**src/rtl/ttcsr_pkg.sv**
```systemverilog
// Package: addresses, field layouts, reset values and carriers of the trap/trigger CSR bank
package ttcsr_pkg;

    // CSR addresses
    localparam logic [11:0] ADDR_SCRATCH   = 12'h340;
    localparam logic [11:0] ADDR_RET_PC    = 12'h341;
    localparam logic [11:0] ADDR_CAUSE     = 12'h342;
    localparam logic [11:0] ADDR_TVAL      = 12'h343;
    localparam logic [11:0] ADDR_PENDING   = 12'h344;
    localparam logic [11:0] ADDR_TSELECT   = 12'h7a0;
    localparam logic [11:0] ADDR_TCONTROL  = 12'h7a1;
    localparam logic [11:0] ADDR_TMATCH    = 12'h7a2;
    localparam logic [11:0] ADDR_TAUX      = 12'h7a3;
    localparam logic [11:0] ADDR_TINFO     = 12'h7a4;
    localparam logic [11:0] ADDR_MCONTEXT  = 12'h7a8;

    // Reset values
    localparam logic [31:0] RST_ZERO       = 32'h0000_0000;
    localparam logic [31:0] RST_TCONTROL   = 32'h2800_1040;
    localparam logic [31:0] TINFO_VALUE    = 32'h0000_0004;

    // Field layout
    localparam int          CAUSE_IRQ_BIT  = 31;
    localparam int          CAUSE_CODE_W   = 5;
    localparam int          TCTRL_EXEC_BIT = 2;
    localparam logic [31:0] PEND_MASK      = 32'hffff_0888;
    localparam logic [31:0] RET_PC_MASK    = 32'hffff_fffe;

    // Privilege level of machine mode
    localparam logic [1:0]  PRIV_MACHINE   = 2'h3;

    // CSR operation codes
    typedef enum logic [1:0] {
        TTCSR_OP_READ  = 2'b00,
        TTCSR_OP_WRITE = 2'b01,
        TTCSR_OP_SET   = 2'b10,
        TTCSR_OP_CLEAR = 2'b11
    } ttcsr_op_e;

    typedef struct packed {
        logic        valid;
        ttcsr_op_e   op;
        logic [11:0] addr;
        logic [31:0] wdata;
    } ttcsr_req_s;

    typedef struct packed {
        logic        take;
        logic        is_irq;
        logic [4:0]  code;
        logic [31:0] pc;
    } ttcsr_trap_s;

endpackage : ttcsr_pkg

```
**src/rtl/ttcsr_bank.sv**
```systemverilog
// Trap and trigger CSR bank of the core
`timescale 1ns/1ns
`default_nettype none

module ttcsr_bank (
    input  wire logic                 mclk,
    input  wire logic                 nrst,
    input  wire ttcsr_pkg::ttcsr_req_s csr_req,
    output logic [31:0]               csr_rdata,
    output logic                      csr_illegal,
    input  wire logic [1:0]           priv_level,
    input  wire logic                 debug_mode,
    input  wire ttcsr_pkg::ttcsr_trap_s trap_in,
    input  wire logic                 mret_exec,
    input  wire logic [31:0]          handler_addr,
    output logic                      pc_redirect,
    output logic [31:0]               pc_target,
    input  wire logic                 instr_valid,
    input  wire logic [31:0]          instr_addr,
    output logic                      trigger_hit,
    input  wire logic [31:0]          irq_lines
);

    // ------------------------------------------------------------
    // Reset and input synchronisers
    // ------------------------------------------------------------
    logic        rst_s1_q;
    logic        rst_n_q;
    logic [31:0] irq_s1_q;
    logic [31:0] irq_s2_q;

    always_ff @(posedge mclk or negedge nrst) begin
        if (!nrst) begin
            rst_s1_q <= 1'b0;
            rst_n_q  <= 1'b0;
        end else begin
            rst_s1_q <= 1'b1;
            rst_n_q  <= rst_s1_q;
        end
    end

    // Request lines come from outside the core clock
    always_ff @(posedge mclk or negedge rst_n_q) begin
        if (!rst_n_q) begin
            irq_s1_q <= ttcsr_pkg::RST_ZERO;
            irq_s2_q <= ttcsr_pkg::RST_ZERO;
        end else begin
            irq_s1_q <= irq_lines;
            irq_s2_q <= irq_s1_q;
        end
    end

    // ------------------------------------------------------------
    // Access decode
    // ------------------------------------------------------------
    function automatic logic [31:0] csr_apply(input ttcsr_pkg::ttcsr_op_e op,
                                              input logic [31:0] old_v,
                                              input logic [31:0] wd);
        unique case (op)
            ttcsr_pkg::TTCSR_OP_WRITE: csr_apply = wd;
            ttcsr_pkg::TTCSR_OP_SET:   csr_apply = old_v | wd;
            ttcsr_pkg::TTCSR_OP_CLEAR: csr_apply = old_v & ~wd;
            ttcsr_pkg::TTCSR_OP_READ:  csr_apply = old_v;
        endcase
    endfunction : csr_apply

    logic [31:0] scratch_q;
    logic [31:0] scratch_d;
    logic [31:0] ret_pc_q;
    logic [31:0] ret_pc_d;
    logic        cause_irq_q;
    logic        cause_irq_d;
    logic [4:0]  cause_code_q;
    logic [4:0]  cause_code_d;
    logic        exec_en_q;
    logic        exec_en_d;
    logic [31:0] tmatch_q;
    logic [31:0] tmatch_d;

    wire logic        acc       = csr_req.valid;
    wire logic        wr_op     = csr_req.op != ttcsr_pkg::TTCSR_OP_READ;
    wire logic        is_trig   = csr_req.addr[11:4] == ttcsr_pkg::ADDR_TSELECT[11:4];
    wire logic        trig_priv = debug_mode || priv_level == ttcsr_pkg::PRIV_MACHINE;
    wire logic        hit_known;
    wire logic        wr_ok     = acc && wr_op && !csr_illegal;
    wire logic        trig_wr   = wr_ok && debug_mode;
    wire logic [31:0] cause_rd  = {cause_irq_q, 26'h0, cause_code_q};
    wire logic [31:0] tctrl_rd  = ttcsr_pkg::RST_TCONTROL |
                                  {29'h0, exec_en_q, 2'h0};

    always_comb begin
        csr_rdata = ttcsr_pkg::RST_ZERO;
        unique case (csr_req.addr)
            ttcsr_pkg::ADDR_SCRATCH:  csr_rdata = scratch_q;
            ttcsr_pkg::ADDR_RET_PC:   csr_rdata = ret_pc_q;
            ttcsr_pkg::ADDR_CAUSE:    csr_rdata = cause_rd;
            ttcsr_pkg::ADDR_TVAL:     csr_rdata = ttcsr_pkg::RST_ZERO;
            ttcsr_pkg::ADDR_PENDING:  csr_rdata = irq_s2_q & ttcsr_pkg::PEND_MASK;
            ttcsr_pkg::ADDR_TSELECT:  csr_rdata = ttcsr_pkg::RST_ZERO;
            ttcsr_pkg::ADDR_TCONTROL: csr_rdata = tctrl_rd;
            ttcsr_pkg::ADDR_TMATCH:   csr_rdata = tmatch_q;
            ttcsr_pkg::ADDR_TAUX:     csr_rdata = ttcsr_pkg::RST_ZERO;
            ttcsr_pkg::ADDR_TINFO:    csr_rdata = ttcsr_pkg::TINFO_VALUE;
            ttcsr_pkg::ADDR_MCONTEXT: csr_rdata = ttcsr_pkg::RST_ZERO;
            default:                  csr_rdata = ttcsr_pkg::RST_ZERO;
        endcase
    end

    assign hit_known = csr_req.addr inside {ttcsr_pkg::ADDR_SCRATCH, ttcsr_pkg::ADDR_RET_PC,
        ttcsr_pkg::ADDR_CAUSE, ttcsr_pkg::ADDR_TVAL, ttcsr_pkg::ADDR_PENDING,
        ttcsr_pkg::ADDR_TSELECT, ttcsr_pkg::ADDR_TCONTROL, ttcsr_pkg::ADDR_TMATCH,
        ttcsr_pkg::ADDR_TAUX, ttcsr_pkg::ADDR_TINFO, ttcsr_pkg::ADDR_MCONTEXT};

    // Unknown addresses are left to the rest of the CSR file, so not flagged here
    assign csr_illegal = acc && hit_known && is_trig && !trig_priv;

    wire logic [31:0] wval = csr_apply(csr_req.op, csr_rdata, csr_req.wdata);

    // ------------------------------------------------------------
    // Next-state logic
    // ------------------------------------------------------------
    wire logic sel_scr  = wr_ok && csr_req.addr == ttcsr_pkg::ADDR_SCRATCH;
    wire logic sel_rpc  = wr_ok && csr_req.addr == ttcsr_pkg::ADDR_RET_PC;
    wire logic sel_cau  = wr_ok && csr_req.addr == ttcsr_pkg::ADDR_CAUSE;
    wire logic sel_tct  = trig_wr && csr_req.addr == ttcsr_pkg::ADDR_TCONTROL;
    wire logic sel_tma  = trig_wr && csr_req.addr == ttcsr_pkg::ADDR_TMATCH;

    // A trap in the same cycle as a software write wins: hardware state is newer
    assign scratch_d    = sel_scr ? wval : scratch_q;
    assign ret_pc_d     = trap_in.take ? (trap_in.pc & ttcsr_pkg::RET_PC_MASK)
                        : sel_rpc ? (wval & ttcsr_pkg::RET_PC_MASK) : ret_pc_q;
    assign cause_irq_d  = trap_in.take ? trap_in.is_irq
                        : sel_cau ? wval[ttcsr_pkg::CAUSE_IRQ_BIT] : cause_irq_q;
    assign cause_code_d = trap_in.take ? trap_in.code
                        : sel_cau ? wval[ttcsr_pkg::CAUSE_CODE_W-1:0] : cause_code_q;
    assign exec_en_d    = sel_tct ? wval[ttcsr_pkg::TCTRL_EXEC_BIT] : exec_en_q;
    assign tmatch_d     = sel_tma ? wval : tmatch_q;

    always_ff @(posedge mclk or negedge rst_n_q) begin
        if (!rst_n_q) begin
            scratch_q    <= ttcsr_pkg::RST_ZERO;
            ret_pc_q     <= ttcsr_pkg::RST_ZERO;
            cause_irq_q  <= 1'b0;
            cause_code_q <= 5'h00;
            exec_en_q    <= 1'b0;
            tmatch_q     <= ttcsr_pkg::RST_ZERO;
        end else begin
            scratch_q    <= scratch_d;
            ret_pc_q     <= ret_pc_d;
            cause_irq_q  <= cause_irq_d;
            cause_code_q <= cause_code_d;
            exec_en_q    <= exec_en_d;
            tmatch_q     <= tmatch_d;
        end
    end

    // ------------------------------------------------------------
    // Fetch redirect and breakpoint
    // ------------------------------------------------------------
    logic        redir_q;
    logic [31:0] target_q;
    logic        hit_q;

    // Compared before execution so the core can break ahead of the instruction
    wire logic hit_d = instr_valid && exec_en_q && !debug_mode
                       && instr_addr == tmatch_q;

    always_ff @(posedge mclk or negedge rst_n_q) begin
        if (!rst_n_q) begin
            redir_q  <= 1'b0;
            target_q <= ttcsr_pkg::RST_ZERO;
            hit_q    <= 1'b0;
        end else begin
            redir_q  <= trap_in.take || mret_exec;
            target_q <= trap_in.take ? handler_addr
                      : mret_exec ? ret_pc_q : target_q;
            hit_q    <= hit_d;
        end
    end

    assign pc_redirect = redir_q;
    assign pc_target   = target_q;
    assign trigger_hit = hit_q;
endmodule : ttcsr_bank

`default_nettype wire

```
**config.mk**
```make
export PLATFORM = sky130hd
export DESIGN_NAME = ttcsr_bank
export DESIGN_NICKNAME = d
export VERILOG_FILES = /design/src/rtl/ttcsr_pkg.sv /design/src/rtl/ttcsr_bank.sv
export SDC_FILE = /design/constraint.sdc
export NUM_CORES = 1
export LEC_CHECK = 0
export ABC_CLOCK_PERIOD_IN_PS = 16100
export BUFFER_PORTS_ARGS = -buffer_cell sky130_fd_sc_hd__buf_4
export CORE_MARGIN = 3
export CORE_UTILIZATION = 57
export DETAILED_ROUTE_END_ITERATION = 16
export GPL_ROUTABILITY_DRIVEN = 0
export PLACE_DENSITY = 0.83
export SLEW_MARGIN = 10
export SYNTH_ARGS = -nofsm -noshare
export SYNTH_HDL_FRONTEND = slang
export SYNTH_SLANG_ARGS = --single-unit
```
**constraint.sdc**
```tcl
create_clock -name mclk -period 16.1 [get_ports mclk]
set_input_delay 4.025 -clock mclk [delete_from_list [all_inputs] [get_ports mclk]]
set_output_delay 4.025 -clock mclk [all_outputs]
set_load 0.03 [all_outputs]
```
==> metrics list <==
- Vias in the first global route: 8150
* Starting density of the core: 59.0%
- For the worst setup path, the data required time is 12.07 ns.
- Buffers inserted during clock tree synthesis total 17.
- WHS: 0.316 ns
- Via total after detailed routing: 8455
* Number of DRC violations after detailed-routing iteration 0: 1015
* Category of the worst setup path launch point: primary input
- Number of sinks driven by the clock tree: 176
* Total wire length after detailed routing: 29500 um
* Layer carrying the most global-route usage: met2
- After clock tree synthesis, the clock-pin slew on the worst setup and hold paths is 0.07 ns.
- Setup repair after global routing missed its margin: no
* DIE HEIGHT: 132 um
- Endpoints failing hold: 0
- Critical path's slowest cell: sky130_fd_sc_hd__nand4_1
* First element of the critical path: csr_req[35]
* Clock tree buffer depth: 2
* Routed len/inst: 21.9 um
- In the routed layout, each cell is associated on average with a via count of 6.28.
* Leading cell types by total area after synthesis: sky130_fd_sc_hd__dfrtp_1, sky130_fd_sc_hd__o21ai_0, sky130_fd_sc_hd__mux2i_1, sky130_fd_sc_hd__xnor2_1, sky130_fd_sc_hd__nand2_1
- CTS built an H-tree with a depth of 4.
* Grt total ovfl: 0
* Remaining antenna violation count after routing: 0
* Critical path capture point type: output pin
- The initial antenna violation count was 0.
* Antenna Diode Count: 0
- Flop and latch count out of synthesis: 176
- At the pin with the least slew margin, the transition time is 1.15 ns.
- Area growth from synthesis to final layout: 27.8%
- Path depth of the worst reg2reg path: 5
- The synthesized design spends more area on one cell type than any other, namely sky130_fd_sc_hd__dfrtp_1.
- The first TritonRoute pass finished after 6 iterations.
- Number of input and output port buffers inserted: 241
- Boundary pin count: 256
- Final setup TNS: 0 ns
- The tree is rooted in a sky130_fd_sc_hd__clkbuf_16.
- Global routing used 8.59% of the available met3 tracks.
- After detailed placement, the design holds a cell count of 1315.
- The die is 132 um wide.
- The worst register-to-register path ends at tmatch_q[2].
- The run finished with clean final reports.
- Number of distinct library cells after synthesis: 62
- VDD sags by at most 84.1 uV.
* Die footprint: 17500 um^2
- Cells along the critical path: buf_4 -> nor2_1 -> nand4_1 -> o21ai_0 -> buf_4
* Setup Buffers After CTS: 0
* Most Frequent Cell on Critical Path: sky130_fd_sc_hd__buf_4
- The min-delay analysis places its worst path in the category flip-flop to asynchronous set/reset pin.
- Share of Yosys cell area claimed by the top area cell type: 48.4%
- The worst register-to-register path begins at tmatch_q[2].
- Worst Setup Path Type: primary input to output pin
- For this run, the top clock speed supported by timing is 91.6 MHz.
- Clock skew on the completed layout was measured at 0.00867 ns.
- Share of the clock period used by the worst path: 67.8%
- Yosys warning total: 0
- Area of the placeable core: 15400 um^2
- For this run, the register share of the synthesized area comes to 48.4%.
* Max-cap violation count: 0
- Power density cells: 97.0 nW/um^2
- The first global-routing pass estimated 45300 um of wire.
- Fin util: 75.3%
- Mean Syn Cell Area: 9.78 um^2
- Slowest cell delay on critical path: 1.06 ns
- STA puts the critical path data arrival time at 6.89 ns.
- The routed design could run at a clock period as short as 10.92 ns.
* Most instantiated library cell after synthesis: sky130_fd_sc_hd__dfrtp_1
- Setup violations, final: 0
- CP max FO: 30
- Entering global routing, the biggest net connects 84 pins.
- The setup check on the worst reg-to-reg path leaves a slack of 14.25 ns.
* Cells after synthesis: 930
* Met2 Usage GRT: 51.2%
- For this design, the CTS-stage hold fixing added 0 buffers.
- The HPWL after detailed placement is 20600 um.
* Share of flip-flops with an asynchronous set or reset after synthesis: 100%
- Headroom to the max-slew limit came out at 22.9%.
- The max-slew violation count was 0.
- Final non-filler cell total: 1347
* Cell area after technology mapping: 9100 um^2
- Insertion delay of the later-clocked pin in the worst-skew pair: 0.43 ns
* Met1 track demand over resource: 45.3%
- Mapped Nets: 1119
- Counting the fill cells in the layout gives 1133.
- PostCTS Resize Cnt: 0
- Of the cells placed in the final design, the portion with a size suffix greater than 1 is 27.2%.
- Number of enable flip-flop cells after synthesis: 0
* Ys flop type: sky130_fd_sc_hd__dfrtp_1
- Lkg Pwr: 5.20 nW
- The floorplan has 45 rows.
* Most common library cells after synthesis: sky130_fd_sc_hd__dfrtp_1, sky130_fd_sc_hd__nand2_1, sky130_fd_sc_hd__o21ai_0, sky130_fd_sc_hd__a21oi_1, sky130_fd_sc_hd__clkbuf_1
- DRC violation count after routing: 0
- TritonCTS clock tree: built
- At the end of the flow, the number of nets in the layout was 1312.
* GRT Resource Usage Total: 33.1%
## through the flow
step,total power [mW],setup slack (ns),area (um^2)
final,1.13,5.18,11600
after global routing,1.16,5.02,11600
after CTS,1.13,5.40,11600
after detailed placement,0.651,5.37,10900
after global placement,0.646,5.43,10900
after floorplan,0.573,5.62,9100
## registers in the layout, summed over array words and instances (netlist names)
signal / count
pc_target: 32
scratch_q: 32
tmatch_q: 32
ret_pc_q: 31
irq_s1_q: 19
irq_s2_q: 19
cause_code_q: 5
cause_irq_q: 1
exec_en_q: 1
pc_redirect: 1
rst_n_q: 1
rst_s1_q: 1
trigger_hit: 1
## layer usage
layer	part of all wire [%]	vias up
li1	-	3744
met1	40	4013
met2	45	596
met3	11	102
met4	3.5	0
met5	0	-
## where the power goes
group / leakage (nW) / internal (mW) / total (mW) / switching (mW)
Combinational: 2.64 / 0.0734 / 0.163 / 0.0895
Clock: 0.331 / 0.299 / 0.482 / 0.184
Sequential: 2.23 / 0.464 / 0.483 / 0.0189
## cells by family after synthesis
logic type / synth area share [%]
multiplexers: 7.21
AND/OR/NAND/NOR: 14.1
AO/OA/AOI/OAI: 20.4
buffers and inverters: 3.77
flip-flops: 48.4
other: 0.0412
XOR/XNOR: 6.07
## worst max-delay path: cells and delay by family
| kind | cells | cell delay [ns] |
|---|---|---|
| AO/OA/AOI/OAI | 1 | 0.76 |
| buffers and inverters | 2 | 0.42 |
| AND/OR/NAND/NOR | 2 | 1.68 |
## cell usage in the layout, fill, tap and decap left out, types with 11 or more instances in the layout
cell	instances
sky130_fd_sc_hd__a21oi_1	56
sky130_fd_sc_hd__a22o_1	21
sky130_fd_sc_hd__a22oi_1	18
sky130_fd_sc_hd__a2bb2oi_1	15
sky130_fd_sc_hd__buf_4	250
sky130_fd_sc_hd__clkbuf_16	17
sky130_fd_sc_hd__dfrtp_1	175
sky130_fd_sc_hd__mux2_2	11
sky130_fd_sc_hd__mux2i_1	52
sky130_fd_sc_hd__nand2_1	116
sky130_fd_sc_hd__nand3_1	24
sky130_fd_sc_hd__nor2_1	11
sky130_fd_sc_hd__nor2b_1	11
sky130_fd_sc_hd__nor3b_1	21
sky130_fd_sc_hd__o21ai_0	111
sky130_fd_sc_hd__o21ai_1	35
sky130_fd_sc_hd__xnor2_1	50
sky130_fd_sc_hd__xor2_1	13
## worst max path at each step
stage | to | slack (ns) | cells after the start
2_1_floorplan | csr_illegal | 5.62 | 7
3_3_place_gp | csr_rdata[24] | 5.43 | 5
3_5_place_dp | csr_rdata[24] | 5.37 | 5
4_1_cts | csr_rdata[24] | 5.40 | 5
5_1_grt | csr_rdata[24] | 5.02 | 5
6_report | csr_rdata[24] | 5.18 | 5
## area by class of cell
| cell class | instances | area (um^2) | share of cell area [%] |
|---|---|---|---|
| timing repair buffer | 250 | 1880 | 16.1 |
| multi-input combinational | 674 | 4370 | 37.6 |
| clock buffer | 18 | 439 | 3.78 |
| sequential | 176 | 4410 | 37.9 |
| tap | 211 | 264 | 2.27 |
| clock inverter | 14 | 253 | 2.17 |
| inverter | 4 | 15.0 | 0.129 |
Note: power is estimated with default switching activity, not from simulation.
